File: src/pkg/asrc_pkg.sv
// constants, types and encodings shared by the rate converter files
package asrc_pkg;
    localparam int SAMPLE_W   = 16;
    localparam int OUT_W      = 24;
    localparam int PER_W      = 16;
    localparam int FRAC_W     = 8;
    localparam int WORD_W     = 2 * OUT_W;
    localparam int IN_WORD_W  = 2 * SAMPLE_W;
    localparam int WIDE_W     = 26;
    localparam int BUF_DEPTH  = 2;

    // mute is held at least this many reference clock cycles after reset
    localparam logic [7:0] MUTE_MIN_CYCLES = 8'h80;

    // both period estimates start equal, so the ratio starts at 1:1
    localparam logic [PER_W-1:0] PERIOD_INIT = 16'h1000;
    localparam logic [PER_W-1:0] PERIOD_MAX  = 16'hffff;
    localparam logic [PER_W-1:0] PERIOD_ONE  = 16'h0001;

    // tracking gain 1/4, settle window 1/16, ratio guard band 1/32
    localparam int TRACK_SHIFT = 2;
    localparam int SETTLE_SHIFT = 4;
    localparam int LIMIT_SHIFT = 5;
    localparam logic [1:0] SETTLE_COUNT = 2'h3;
    localparam logic [1:0] SEEN_FULL    = 2'h2;

    localparam logic [2:0] DIV_LAST = 3'h7;

    localparam logic [OUT_W-1:0] FULL_POS = 24'h7fffff;
    localparam logic [OUT_W-1:0] FULL_NEG = 24'h800000;

    typedef enum logic [2:0]
    {
        ST_WAIT = 3'b001,
        ST_DIV  = 3'b010,
        ST_PUSH = 3'b100
    } conv_state_t;
endpackage

File: src/pkg/word_stream_if.sv
// valid/ready stream of stereo output words between converter and buffer
interface word_stream_if;
    logic                       valid;
    logic                       ready;
    logic [asrc_pkg::WORD_W-1:0] data;

    modport src (output valid, output data, input ready);
    modport snk (input valid, input data, output ready);
endinterface

File: src/verilog/sample_buffer.sv
// two-entry output word buffer with registered head
module sample_buffer
(
    // clock and reset
    input  wire logic clk_i,
    input  wire logic arst_n_i,
    // fill and drain sides
    word_stream_if.snk wr,
    word_stream_if.src rd
);
    import asrc_pkg::*;

    typedef struct packed
    {
        logic [WORD_W-1:0] head;
        logic [WORD_W-1:0] tail;
        logic [1:0]        count;
    } buf_state_t;

    buf_state_t st_reg;
    buf_state_t st_next;
    logic       push;
    logic       pop;

    // full refuses the writer, which stalls the converter
    assign wr.ready = (st_reg.count != 2'(BUF_DEPTH));
    assign rd.valid = (st_reg.count != 2'h0);
    assign rd.data  = st_reg.head;
    assign push     = wr.valid && wr.ready;
    assign pop      = rd.valid && rd.ready;

    always_comb
    begin
        st_next = st_reg;
        if (pop)
        begin
            if (st_reg.count == 2'(BUF_DEPTH))
                st_next.head = st_reg.tail;
            else if (push)
                st_next.head = wr.data;
        end
        else if (push)
        begin
            if (st_reg.count == 2'h0)
                st_next.head = wr.data;
            else
                st_next.tail = wr.data;
        end
        if (push && !pop)
            st_next.count = st_reg.count + 2'h1;
        else if (pop && !push)
            st_next.count = st_reg.count - 2'h1;
    end

    always_ff @(posedge clk_i or negedge arst_n_i)
    begin
        if (!arst_n_i)
            st_reg <= '0;
        else
            st_reg <= st_next;
    end
endmodule

File: src/verilog/asrc_ratio_mute_sync.sv
// stereo rate converter core: clock tracking, interpolation, clipping and mute
// Function
// - same clocks give identical output streams
// - overrange interpolated samples clip to full scale
// - mute before ratio reaches 1:2 or 2:1
// - mute silences left and right together
// - near-equal or tied sample clocks convert cleanly
// - mute high 128 cycles and while settling
// - reset keeps pipeline, ratio restarts at 1:1
module asrc_ratio_mute_sync
(
    // clock and reset
    input  wire logic                              REF_CLK_I,
    input  wire logic                              ARST_N_I,
    // sample clocks
    input  wire logic                              LR_IN_I,
    input  wire logic                              LR_OUT_I,
    // input samples, taken at the rising input sample clock
    input  wire logic [asrc_pkg::SAMPLE_W-1:0]     IN_LEFT_I,
    input  wire logic [asrc_pkg::SAMPLE_W-1:0]     IN_RIGHT_I,
    // output samples
    output logic      [asrc_pkg::OUT_W-1:0]        OUT_LEFT_O,
    output logic      [asrc_pkg::OUT_W-1:0]        OUT_RIGHT_O,
    output logic                                   OUT_VALID_O,
    input  wire logic                              OUT_READY_I,
    // status
    output logic                                   MUTE_O
);
    import asrc_pkg::*;

    typedef struct packed
    {
        logic                 lr_in_m;
        logic                 lr_in_s;
        logic                 lr_in_d;
        logic                 lr_out_m;
        logic                 lr_out_s;
        logic                 lr_out_d;
        logic [IN_WORD_W-1:0] din_m;
        logic [IN_WORD_W-1:0] din_s;
        logic [PER_W-1:0]     cnt_in;
        logic [PER_W-1:0]     cnt_out;
        logic [PER_W-1:0]     est_in;
        logic [PER_W-1:0]     est_out;
        logic                 close_in;
        logic                 close_out;
        logic [1:0]           settle_cnt;
        logic [1:0]           seen;
        logic [7:0]           mute_cnt;
        logic                 mute_reg;
        conv_state_t          state;
        logic [PER_W:0]       rem;
        logic [FRAC_W-1:0]    quo;
        logic [2:0]           bit_cnt;
    } core_state_t;

    typedef struct packed
    {
        logic [SAMPLE_W-1:0] l0;
        logic [SAMPLE_W-1:0] l1;
        logic [SAMPLE_W-1:0] r0;
        logic [SAMPLE_W-1:0] r1;
    } hist_t;

    core_state_t st_reg;
    core_state_t st_next;
    hist_t       hist_reg;
    logic        in_edge;
    logic        out_edge;
    logic        ratio_bad;
    logic [WIDE_W-1:0] wide_l;
    logic [WIDE_W-1:0] wide_r;

    word_stream_if push_if ();
    word_stream_if pop_if ();

    // x1 + (x1 - x0) * frac, scaled to the 24-bit output grid
    function automatic logic [WIDE_W-1:0] mix(input logic [SAMPLE_W-1:0] x0,
                                               input logic [SAMPLE_W-1:0] x1,
                                               input logic [FRAC_W-1:0]   f);
        logic signed [WIDE_W-1:0] base;
        logic signed [WIDE_W-1:0] diff;
        logic signed [WIDE_W-1:0] prod;
        base = {{2{x1[SAMPLE_W-1]}}, x1, 8'h00};
        diff = WIDE_W'($signed({x1[SAMPLE_W-1], x1}) - $signed({x0[SAMPLE_W-1], x0}));
        prod = diff * $signed({1'b0, f});
        return base + prod;
    endfunction

    function automatic logic [OUT_W-1:0] clip(input logic [WIDE_W-1:0] w);
        if ($signed(w) > $signed({2'b00, FULL_POS}))
            return FULL_POS;
        else if ($signed(w) < $signed({2'b11, FULL_NEG}))
            return FULL_NEG;
        else
            return w[OUT_W-1:0];
    endfunction

    // true when twice a is at most b plus a small band above b
    function automatic logic near_limit(input logic [PER_W-1:0] a, input logic [PER_W-1:0] b);
        logic [PER_W:0] lim;
        lim = {1'b0, b} + (PER_W + 1)'(b >> LIMIT_SHIFT);
        return {a, 1'b0} <= lim;
    endfunction

    // rising steps round up, falling ones round down, so the estimate lands on the measured period;
    // truncating both ways stalls a few counts short and hides a 2:1 ratio from the guard band
    function automatic logic [PER_W-1:0] track(input logic [PER_W-1:0] est, input logic [PER_W-1:0] meas);
        logic signed [PER_W+1:0] d;
        logic signed [PER_W+1:0] bias;
        logic signed [PER_W+1:0] step;
        d    = $signed({2'b00, meas}) - $signed({2'b00, est});
        bias = (PER_W + 2)'((1 << TRACK_SHIFT) - 1);
        if (d > bias - bias)
            step = (d + bias) >>> TRACK_SHIFT;
        else
            step = d >>> TRACK_SHIFT;
        return PER_W'($signed({2'b00, est}) + step);
    endfunction

    function automatic logic close(input logic [PER_W-1:0] est, input logic [PER_W-1:0] meas);
        logic [PER_W-1:0] d;
        d = (meas > est) ? meas - est : est - meas;
        return d <= (est >> SETTLE_SHIFT);
    endfunction

    // edges seen only after two synchroniser stages
    assign in_edge   = st_reg.lr_in_s && !st_reg.lr_in_d;
    assign out_edge  = st_reg.lr_out_s && !st_reg.lr_out_d;
    assign ratio_bad = near_limit(st_reg.est_in, st_reg.est_out)
                    || near_limit(st_reg.est_out, st_reg.est_in);
    assign wide_l    = mix(hist_reg.l0, hist_reg.l1, st_reg.quo);
    assign wide_r    = mix(hist_reg.r0, hist_reg.r1, st_reg.quo);

    assign push_if.valid = (st_reg.state == ST_PUSH);
    // muting blanks both channels of the same word
    assign push_if.data  = st_reg.mute_reg ? '0 : {clip(wide_l), clip(wide_r)};
    assign pop_if.ready  = OUT_READY_I;
    assign OUT_VALID_O   = pop_if.valid;
    assign OUT_LEFT_O    = pop_if.data[WORD_W-1:OUT_W];
    assign OUT_RIGHT_O   = pop_if.data[OUT_W-1:0];
    assign MUTE_O        = st_reg.mute_reg;

    sample_buffer u_buffer
    (
        .clk_i    (REF_CLK_I),
        .arst_n_i (ARST_N_I),
        .wr       (push_if.snk),
        .rd       (pop_if.src)
    );

    always_comb
    begin
        logic [PER_W:0] rem2;
        rem2    = '0;
        st_next = st_reg;
        st_next.lr_in_m  = LR_IN_I;
        st_next.lr_in_s  = st_reg.lr_in_m;
        st_next.lr_in_d  = st_reg.lr_in_s;
        st_next.lr_out_m = LR_OUT_I;
        st_next.lr_out_s = st_reg.lr_out_m;
        st_next.lr_out_d = st_reg.lr_out_s;
        st_next.din_m    = {IN_LEFT_I, IN_RIGHT_I};
        st_next.din_s    = st_reg.din_m;

        if (in_edge)
        begin
            st_next.cnt_in   = '0;
            st_next.est_in   = track(st_reg.est_in, st_reg.cnt_in);
            st_next.close_in = close(st_reg.est_in, st_reg.cnt_in);
            if (st_reg.seen != SEEN_FULL)
                st_next.seen = st_reg.seen + 2'h1;
            // settled only after several periods inside the window on both sides
            if (st_reg.close_in && st_reg.close_out)
                st_next.settle_cnt = (st_reg.settle_cnt == SETTLE_COUNT) ? SETTLE_COUNT
                                                                         : st_reg.settle_cnt + 2'h1;
            else
                st_next.settle_cnt = '0;
        end
        else if (st_reg.cnt_in != PERIOD_MAX)
            st_next.cnt_in = st_reg.cnt_in + PERIOD_ONE;

        if (out_edge)
        begin
            st_next.cnt_out   = '0;
            st_next.est_out   = track(st_reg.est_out, st_reg.cnt_out);
            st_next.close_out = close(st_reg.est_out, st_reg.cnt_out);
        end
        else if (st_reg.cnt_out != PERIOD_MAX)
            st_next.cnt_out = st_reg.cnt_out + PERIOD_ONE;

        if (st_reg.mute_cnt != 8'h00)
            st_next.mute_cnt = st_reg.mute_cnt - 8'h01;
        st_next.mute_reg = (st_reg.mute_cnt != 8'h00)
                        || (st_reg.settle_cnt != SETTLE_COUNT)
                        || (st_reg.seen != SEEN_FULL)
                        || ratio_bad;

        case (st_reg.state)
            ST_WAIT:
            begin
                if (out_edge)
                begin
                    // tied clocks: the new input sample is the phase origin
                    if (in_edge)
                        st_next.rem = '0;
                    else if (st_reg.cnt_in >= st_reg.est_in)
                        st_next.rem = {1'b0, st_reg.est_in - PERIOD_ONE};
                    else
                        st_next.rem = {1'b0, st_reg.cnt_in};
                    st_next.quo     = '0;
                    st_next.bit_cnt = '0;
                    st_next.state   = ST_DIV;
                end
            end
            ST_DIV:
            begin
                // fixed eight-step divide keeps latency identical across parts
                rem2 = {st_reg.rem[PER_W-1:0], 1'b0};
                if (rem2 >= {1'b0, st_reg.est_in})
                begin
                    st_next.rem = rem2 - {1'b0, st_reg.est_in};
                    st_next.quo = {st_reg.quo[FRAC_W-2:0], 1'b1};
                end
                else
                begin
                    st_next.rem = rem2;
                    st_next.quo = {st_reg.quo[FRAC_W-2:0], 1'b0};
                end
                st_next.bit_cnt = st_reg.bit_cnt + 3'h1;
                if (st_reg.bit_cnt == DIV_LAST)
                    st_next.state = ST_PUSH;
            end
            ST_PUSH:
            begin
                // a full buffer holds the word here; output ticks meanwhile are skipped
                if (push_if.ready)
                    st_next.state = ST_WAIT;
            end
            default:
                st_next.state = ST_WAIT;
        endcase
    end

    always_ff @(posedge REF_CLK_I or negedge ARST_N_I)
    begin
        if (!ARST_N_I)
        begin
            st_reg          <= '0;
            st_reg.est_in   <= PERIOD_INIT;
            st_reg.est_out  <= PERIOD_INIT;
            st_reg.mute_cnt <= MUTE_MIN_CYCLES;
            st_reg.mute_reg <= 1'b1;
            st_reg.state    <= ST_WAIT;
        end
        else
            st_reg <= st_next;
    end

    // sample history has no reset so a reset leaves the pipeline intact
    always_ff @(posedge REF_CLK_I)
    begin
        if (in_edge)
            hist_reg <= {hist_reg.l1, st_reg.din_s[IN_WORD_W-1:SAMPLE_W],
                         hist_reg.r1, st_reg.din_s[SAMPLE_W-1:0]};
    end

    // cycles since reset release, read only by the checks below
    logic [7:0] since_rst;
    always_ff @(posedge REF_CLK_I or negedge ARST_N_I)
    begin
        if (!ARST_N_I)
            since_rst <= 8'h00;
        else if (since_rst != 8'hff)
            since_rst <= since_rst + 8'h01;
    end

    AST_MUTE_HOLD: assert property (@(posedge REF_CLK_I) disable iff (!ARST_N_I)
        (since_rst <= MUTE_MIN_CYCLES) |-> MUTE_O)
        else $error("mute dropped within the minimum hold after reset");
    AST_MUTE_SETTLE: assert property (@(posedge REF_CLK_I) disable iff (!ARST_N_I)
        (st_reg.settle_cnt != SETTLE_COUNT) |=> MUTE_O)
        else $error("mute low while tracking loop not settled");
    AST_LIMIT_MUTE: assert property (@(posedge REF_CLK_I) disable iff (!ARST_N_I)
        ratio_bad |=> MUTE_O)
        else $error("ratio near 1:2 or 2:1 without mute");
    AST_BOTH_MUTED: assert property (@(posedge REF_CLK_I) disable iff (!ARST_N_I)
        (push_if.valid && st_reg.mute_reg) |-> (push_if.data == '0))
        else $error("muted word carries nonzero data on a channel");
    AST_CLIP_HIGH: assert property (@(posedge REF_CLK_I) disable iff (!ARST_N_I)
        (push_if.valid && !st_reg.mute_reg && $signed(wide_l) > $signed({2'b00, FULL_POS}))
        |-> (push_if.data[WORD_W-1:OUT_W] == FULL_POS))
        else $error("left overrange not clipped to positive full scale");
    AST_CLIP_LOW: assert property (@(posedge REF_CLK_I) disable iff (!ARST_N_I)
        (push_if.valid && !st_reg.mute_reg && $signed(wide_r) < $signed({2'b11, FULL_NEG}))
        |-> (push_if.data[OUT_W-1:0] == FULL_NEG))
        else $error("right overrange not clipped to negative full scale");
    AST_RATIO_INIT: assert property (@(posedge REF_CLK_I) disable iff (!ARST_N_I)
        (since_rst < 8'h03) |-> (st_reg.est_in == PERIOD_INIT && st_reg.est_out == PERIOD_INIT))
        else $error("ratio estimate did not restart at 1:1");
    AST_TIED_PHASE: assert property (@(posedge REF_CLK_I) disable iff (!ARST_N_I)
        (in_edge && out_edge && st_reg.state == ST_WAIT) |=> (st_reg.rem == '0))
        else $error("tied sample clocks gave a nonzero phase");
    AST_FIXED_LATENCY: assert property (@(posedge REF_CLK_I) disable iff (!ARST_N_I)
        (out_edge && st_reg.state == ST_WAIT) |=> (st_reg.state == ST_DIV) [*8] ##1 (st_reg.state == ST_PUSH))
        else $error("conversion latency not fixed at eight divide steps");
endmodule

File: config.mk
export PLATFORM = sky130hd
export DESIGN_NAME = asrc_ratio_mute_sync
export DESIGN_NICKNAME = d
export VERILOG_FILES = /design/src/pkg/asrc_pkg.sv /design/src/pkg/word_stream_if.sv /design/src/verilog/sample_buffer.sv /design/src/verilog/asrc_ratio_mute_sync.sv
export SDC_FILE = /design/constraint.sdc
export NUM_CORES = 2
export LEC_CHECK = 0
export BUFFER_PORTS_ARGS = -buffer_cell sky130_fd_sc_hd__buf_2
export CAP_MARGIN = 5
export CORE_ASPECT_RATIO = 0.6
export CORE_MARGIN = 3
export CORE_UTILIZATION = 40
export CTS_BUF_LIST = sky130_fd_sc_hd__clkbuf_8
export CTS_CLUSTER_SIZE = 8
export DETAILED_ROUTE_END_ITERATION = 10
export PLACE_DENSITY = 0.63
export SLEW_MARGIN = 15
export SYNTH_ARGS = -nofsm -noshare
export SYNTH_HDL_FRONTEND = slang
export SYNTH_SLANG_ARGS = --single-unit
File: constraint.sdc
create_clock -name REF_CLK_I -period 23.9 [get_ports REF_CLK_I]
set_input_delay 4.78 -clock REF_CLK_I [delete_from_list [all_inputs] [get_ports REF_CLK_I]]
set_output_delay 4.78 -clock REF_CLK_I [all_outputs]
set_load 0.05 [all_outputs]
Word-level counts from Yosys, hierarchy flattened
Index checks and enable logic that the tools add are counted.

Multiply operators: 2. Equality and inequality tests: 14. Multiplexer cells: 33. Bitwise operators: 2. $add $sub $neg: 26. $lt $le $gt $ge: 14. Reduce and logical (&&, ||, !) cells: 30.

Operators by type and width (count): two-way mux 48 bit (6); two-way mux 16 bit (11); two-way mux 24 bit (5); two-way mux 96 bit (1); subtractor 16 bit (5); subtractor 16 x 16 -> 17 bit (4); case mux 27 bit (2 select lines) (1); adder 24 x 26 -> 26 bit (2); > comparator 26 x 24 -> 1 bit (second input constant) (2); less-than comparator 26 x 24 -> 1 bit (second input constant) (2); multiplier 17 x 9 -> 26 bit (2); adder 17 x 3 -> 18 bit (second input constant) (2); adder 16 x 11 -> 17 bit (2); > comparator 17 x 1 -> 1 bit (second input constant) (2); <= comparator 17 bit (2); adder 16 x 1 -> 16 bit (second input constant) (2); adder 16 bit (2); > comparator 16 bit (2); <= comparator 16 x 12 -> 1 bit (2); != test 16 bit (second input constant) (2); two-way mux 31 bit (1); >= comparator 17 x 16 -> 1 bit (1); two-way mux 17 bit (1); >= comparator 16 bit (1); 22 further kinds (58).

Flip-flop bits (word level): 341. Output and inout bits: 50. Bits of input ports: 37. Logic and storage cells: 150.

Depth between registers and ports, before layout
Word-level depth: 10. Mapped depth: 35. Mapped depth without buffers: 33.

Modules after synthesis
Synthesis repeated with hierarchy kept, for this count alone.

Cells, all modules: 3932. Area, all modules: 35760.5 sq um.

By module, submodules not included: asrc_ratio_mute_sync (area an instance 30701.9 sq um, cells each 3492, seq. area each 6407.4 sq um, instances 1); sample_buffer (area an instance 5058.6 sq um, cells each 440, seq. area each 2452.4 sq um, instances 1).

Least setup slack after synthesis
No wires, ideal clock.

Path kind: reg-to-reg. Start point: register hist_reg[0] (netlist bit). End point: register u_buffer.st_reg[4] (netlist bit). Data arrival time: 7.768 ns. Period minus slack after synthesis: 7.861 ns. Path slack: 16.039 ns. Stages on the path, launching flop included: 33. Buffers on the path: 1. Required time: 23.808 ns. Library setup time: 0.092 ns. Cell sequence: edfxtp_1 > inv_1 > ha_1 > fa_1 > nor2b_1 > o21ai_0 > a21boi_0 > o21ai_0 > a21boi_0 > o2111ai_1 > nand3_1 > nand2_1 > xnor2_1 > nand2_1 > fa_1 > inv_1 > fa_1 > fa_1 > fa_1 > inv_1 > fa_1 > inv_1 > ha_1 > a21oi_2 > o21ai_1 > or3_1 > o21a_1 > a211o_1 > a2111o_1 > a32oi_2 > buf_6 > nor2_2 > o31ai_2.

Word-level cells in the longest chain between the ends: 7. Elaborated cells between the ends (all ways): 8. Classes of those cells: add/sub (2); mul (1); order compare (2); mux (3).

RTL lines: from (decl) (line asrc_ratio_mute_sync.sv:67) `hist_t hist_reg;`; from (signal assigned) (line asrc_ratio_mute_sync.sv:264) `hist_reg <= {hist_reg.l1, st_reg.din_s[IN_WORD_W-1:SAMPLE_W],`; subtractor 16 x 16 -> 17 bit (line asrc_ratio_mute_sync.sv:85) `diff = WIDE_W'($signed({x1[SAMPLE_W-1], x1}) - $signed({x0[SAMPLE_W-1], x0}));`; multiplier 17 x 9 -> 26 bit (line asrc_ratio_mute_sync.sv:86) `prod = diff * $signed({1'b0, f});`; adder 24 x 26 -> 26 bit (*) (line asrc_ratio_mute_sync.sv:87) `return base + prod;`; less-than comparator 26 x 24 -> 1 bit (line asrc_ratio_mute_sync.sv:93) `else if ($signed(w) < $signed({2'b11, FULL_NEG}))`; two-way mux 24 bit (line asrc_ratio_mute_sync.sv:93); two-way mux 24 bit (*) (line asrc_ratio_mute_sync.sv:91) `if ($signed(w) > $signed({2'b00, FULL_POS}))`; two-way mux 48 bit (*) (line asrc_ratio_mute_sync.sv:137) `assign push_if.data = st_reg.mute_reg ? '0 : {clip(wide_l), clip(wide_r)};`; to (signal assigned) (line sample_buffer.sv:60) `st_reg <= st_next;`; to (decl) (line sample_buffer.sv:20) `buf_state_t st_reg;`.

Mark *: on every way between the ends. The rest lies on a longest branch, timed or not. A chain may end at the register's enable or synchronous reset.

Final worst setup path
Start point: register hist_reg[32] (netlist bit). End point: register u_buffer.st_reg[41] (netlist bit).

Same word-level chain as after synthesis.

==> impl_metrics.env <==
export IMPL_p_leak_nw=17.7
export IMPL_ctsHoldBuffers=0
export IMPL_wire_per_inst_um=19.7
export IMPL_ys_flop_type="dfrtp_1"
export IMPL_grt_pass1_wl_um=151000
export IMPL_dr_pass1_iters=5
export IMPL_synthArstFlopShare=0.812
export IMPL_drc=0
export IMPL_r2r_slack_ns=14.25
export IMPL_holdPathStages=0
export IMPL_end_kind="register"
export IMPL_critPathMaxStageDelay_ns=0.68
export IMPL_critPathLaunchType="register"
export IMPL_finalSetupViolCount=0
export IMPL_ys_types=89
export IMPL_slew_headroom=0.161
export IMPL_whs_ns=0.345
export IMPL_slew_viol_final=0
export IMPL_hold_path_end="st_reg[125]$_DFF_PN0_"
export IMPL_r2r_end="u_buffer.st_reg[41]$_DFFE_PN0P_"
export IMPL_initial_core_util=0.405
export IMPL_cts_resized=0
export IMPL_power_total_w=0.00399
export IMPL_cp_top_family="adder cells"
export IMPL_tns_ns=0
export IMPL_most_common_layout_cells="513 x inv_1, 345 x nand2_1, 339 x ha_1, 272 x dfrtp_1, 260 x fa_1"
export IMPL_num_vias=26600
export IMPL_cp_common_cell="fa_1"
export IMPL_boundaryPins=87
export IMPL_cts_tree="yes"
export IMPL_area_delta_synth_final_pct=7.07
export IMPL_fin_crit_ns=9.65
export IMPL_hp_start="st_next[125]$_DFF_PN0_"
export IMPL_gp_congestion=0.955
export IMPL_cp_num_cells=32
export IMPL_regToRegStartpoint="hist_reg[32]$_DFFE_PP_"
export IMPL_clock_root_buffer="clkbuf_8"
export IMPL_cts_buffers=59
export IMPL_synth_top_area_cell="dfrtp_1"
export IMPL_drv_cap=0
export IMPL_grt_use_total=0.219
export IMPL_coreArea_um2=83800
export IMPL_die_height_um=232
export IMPL_grt_setup_unrepaired="false"
export IMPL_finalCritPeriodShare=0.404
export IMPL_largest_reg_flops=142
export IMPL_grt_antenna_before_repair=3
export IMPL_hpwlAfterDp_um=75900
export IMPL_totalWireLength_um=97200
export IMPL_h_tree_depth=2
export IMPL_syn_nets=4391
export IMPL_syn_inst=3755
export IMPL_vias_per_cell=5.39
export IMPL_placed_cell_area_um2=35200
export IMPL_cpMaxStageDelayCell="or2_1"
export IMPL_insertion_delay_ns=0.72
export IMPL_worst_pin_slew_ns=1.24
export IMPL_rows=82
export IMPL_cp_arrival_ns=10.25
export IMPL_fin_nets=4390
export IMPL_grt_max_degree=83
export IMPL_grt_pass1_vias=25100
export IMPL_clk_path_buf_depth=3
export IMPL_power_density_nw_per_um2=110
export IMPL_ys_seq_area_frac=0.261
export IMPL_hp_class="reg2reg"
export IMPL_grt_overflow_total=0
export IMPL_synth_area_leaders="dfrtp_1 20%, fa_1 15%, ha_1 12%, edfxtp_1 5.7%, inv_1 5.4%"
export IMPL_synth_top_area_frac=0.200
export IMPL_ff2ff_path_depth=32
export IMPL_path_clk_slew_ns=0.07
export IMPL_drt_iter0_markers=2782
export IMPL_ys_ff_latch=341
export IMPL_die_w_um=382
export IMPL_outcome="finished, final reports clean"
export IMPL_critPathMaxFanout=22
export IMPL_path_class="reg2reg"
export IMPL_path_buf_inv=4
export IMPL_fmax_mhz=104
export IMPL_worst_ir_drop_vdd_uv=96.9
export IMPL_cts_sinks=341
export IMPL_finalHoldViolCount=0
export IMPL_cts_setup_buffers=0
export IMPL_numPortBuffers=86
export IMPL_synth_edff_count=64
export IMPL_detail_route_antenna_nets=0
export IMPL_stdcell_area_um2=36300
export IMPL_syn_avg_cell_area_um2=9.04
export IMPL_clock_skew_final_ns=0.0359
export IMPL_die_area_um2=88500
export IMPL_drive_above_1_share=0.0694
export IMPL_syn_cell_area_um2=34000
export IMPL_final_common_cell="inv_1"
export IMPL_worstPathRequired_ns=24.50
export IMPL_yosysWarnings=0
==> report_power, final <==
| part | internal, W | leakage [nW] | switching, W |
|---|---|---|---|
| registers | 0.000681 | 4.08 | 0.000166 |
| logic | 0.000985 | 12.9 | 0.00159 |
| clock network | 0.000283 | 0.714 | 0.000277 |
==> stage by stage <==
| step | util | instances | worst slack [ns] |
|---|---|---|---|
| after floorplan | - | 3755 | 16.04 |
| after global placement | 0.419 | 4827 | 14.72 |
| after detailed placement | 0.419 | 4827 | 14.53 |
| after CTS | 0.434 | 4937 | 14.44 |
| after global routing | 0.434 | 4938 | 13.52 |
| final | 0.434 | 4938 | 14.25 |
==> cell families (layout without fill, tap and decap cells) <==
family	after synthesis	in the layout	share of synthesized area
other cells	0	1	0
simple gates	1097	1097	0.160
flops	341	341	0.261
fa+ha+maj	599	599	0.278
buf+inv	668	716	0.0809
compound gates	792	792	0.152
mux	23	23	0.00689
xor+xnor	235	235	0.0606
==> Yosys cell counts, drive strengths merged, types with 8 or more instances <==
cell    instances
a211oi         36
a21boi         10
a21o           91
a21oi         196
a22o           12
a22oi          10
a31oi          28
a32oi           9
and2          133
and3           33
and3b           8
buf            74
clkbuf        106
dfrtp         272
edfxtp         64
fa            260
ha            339
inv           488
mux2i          20
nand2         346
nand2b         46
nand3          64
nand3b         14
nand4          36
nor2          203
nor2b          67
nor3           67
nor4           11
o211ai         21
o21a           44
o21ai         187
o21bai         25
o221ai         10
o22a           17
o31ai          30
or2            21
or3            24
xnor2         164
xor2           71
==> how the worst max path moves through the flow <==
| stage | startpoint | to | slack [ns] |
|---|---|---|---|
| after global placement | hist_reg[32]$_DFFE_PP_ | u_buffer.st_reg[41]$_DFFE_PN0P_ | 14.72 |
| after CTS | hist_reg[32]$_DFFE_PP_ | u_buffer.st_reg[41]$_DFFE_PN0P_ | 14.44 |
| after global routing | hist_reg[32]$_DFFE_PP_ | u_buffer.st_reg[41]$_DFFE_PN0P_ | 13.52 |
| after floorplan | hist_reg[0]$_DFFE_PP_ | u_buffer.st_reg[4]$_DFFE_PN0P_ | 16.04 |
| final | hist_reg[32]$_DFFE_PP_ | u_buffer.st_reg[41]$_DFFE_PN0P_ | 14.25 |
| after detailed placement | hist_reg[32]$_DFFE_PP_ | u_buffer.st_reg[32]$_DFFE_PN0P_ | 14.53 |
==> layer usage <==
metal / up-vias / GRT usage / share of wire
li1: 12600 / - / -
met3: 64 / 0.0854 / 0.13
met4: 0 / 0.0294 / 0.011
met5: - / 0 / 0
met1: 12900 / 0.374 / 0.53
met2: 1047 / 0.247 / 0.33
==> cell type report <==
cell class,count,area (µm²)
flip-flops and latches,341,8860
diodes,1,2.50
clock inverters,42,254
multi-input cells,2746,22400
clock buffers,68,936
repair buffers,118,681
well taps,1134,1420
fillers,8241,47500
inverters,488,1830
==> worst register-to-register path, delay by kind of cell (launching register included) <==
family | cells | cell delay [ns]
AOI/OAI and AO/OA | 12 | 3.30
adders and majority gates | 8 | 3.51
DFF | 1 | 0.40
buffers and inverters | 4 | 0.20
and+or+nand+nor | 6 | 1.40
xor gates and xnor gates | 2 | 0.73
(Power assumes the default switching activity.)
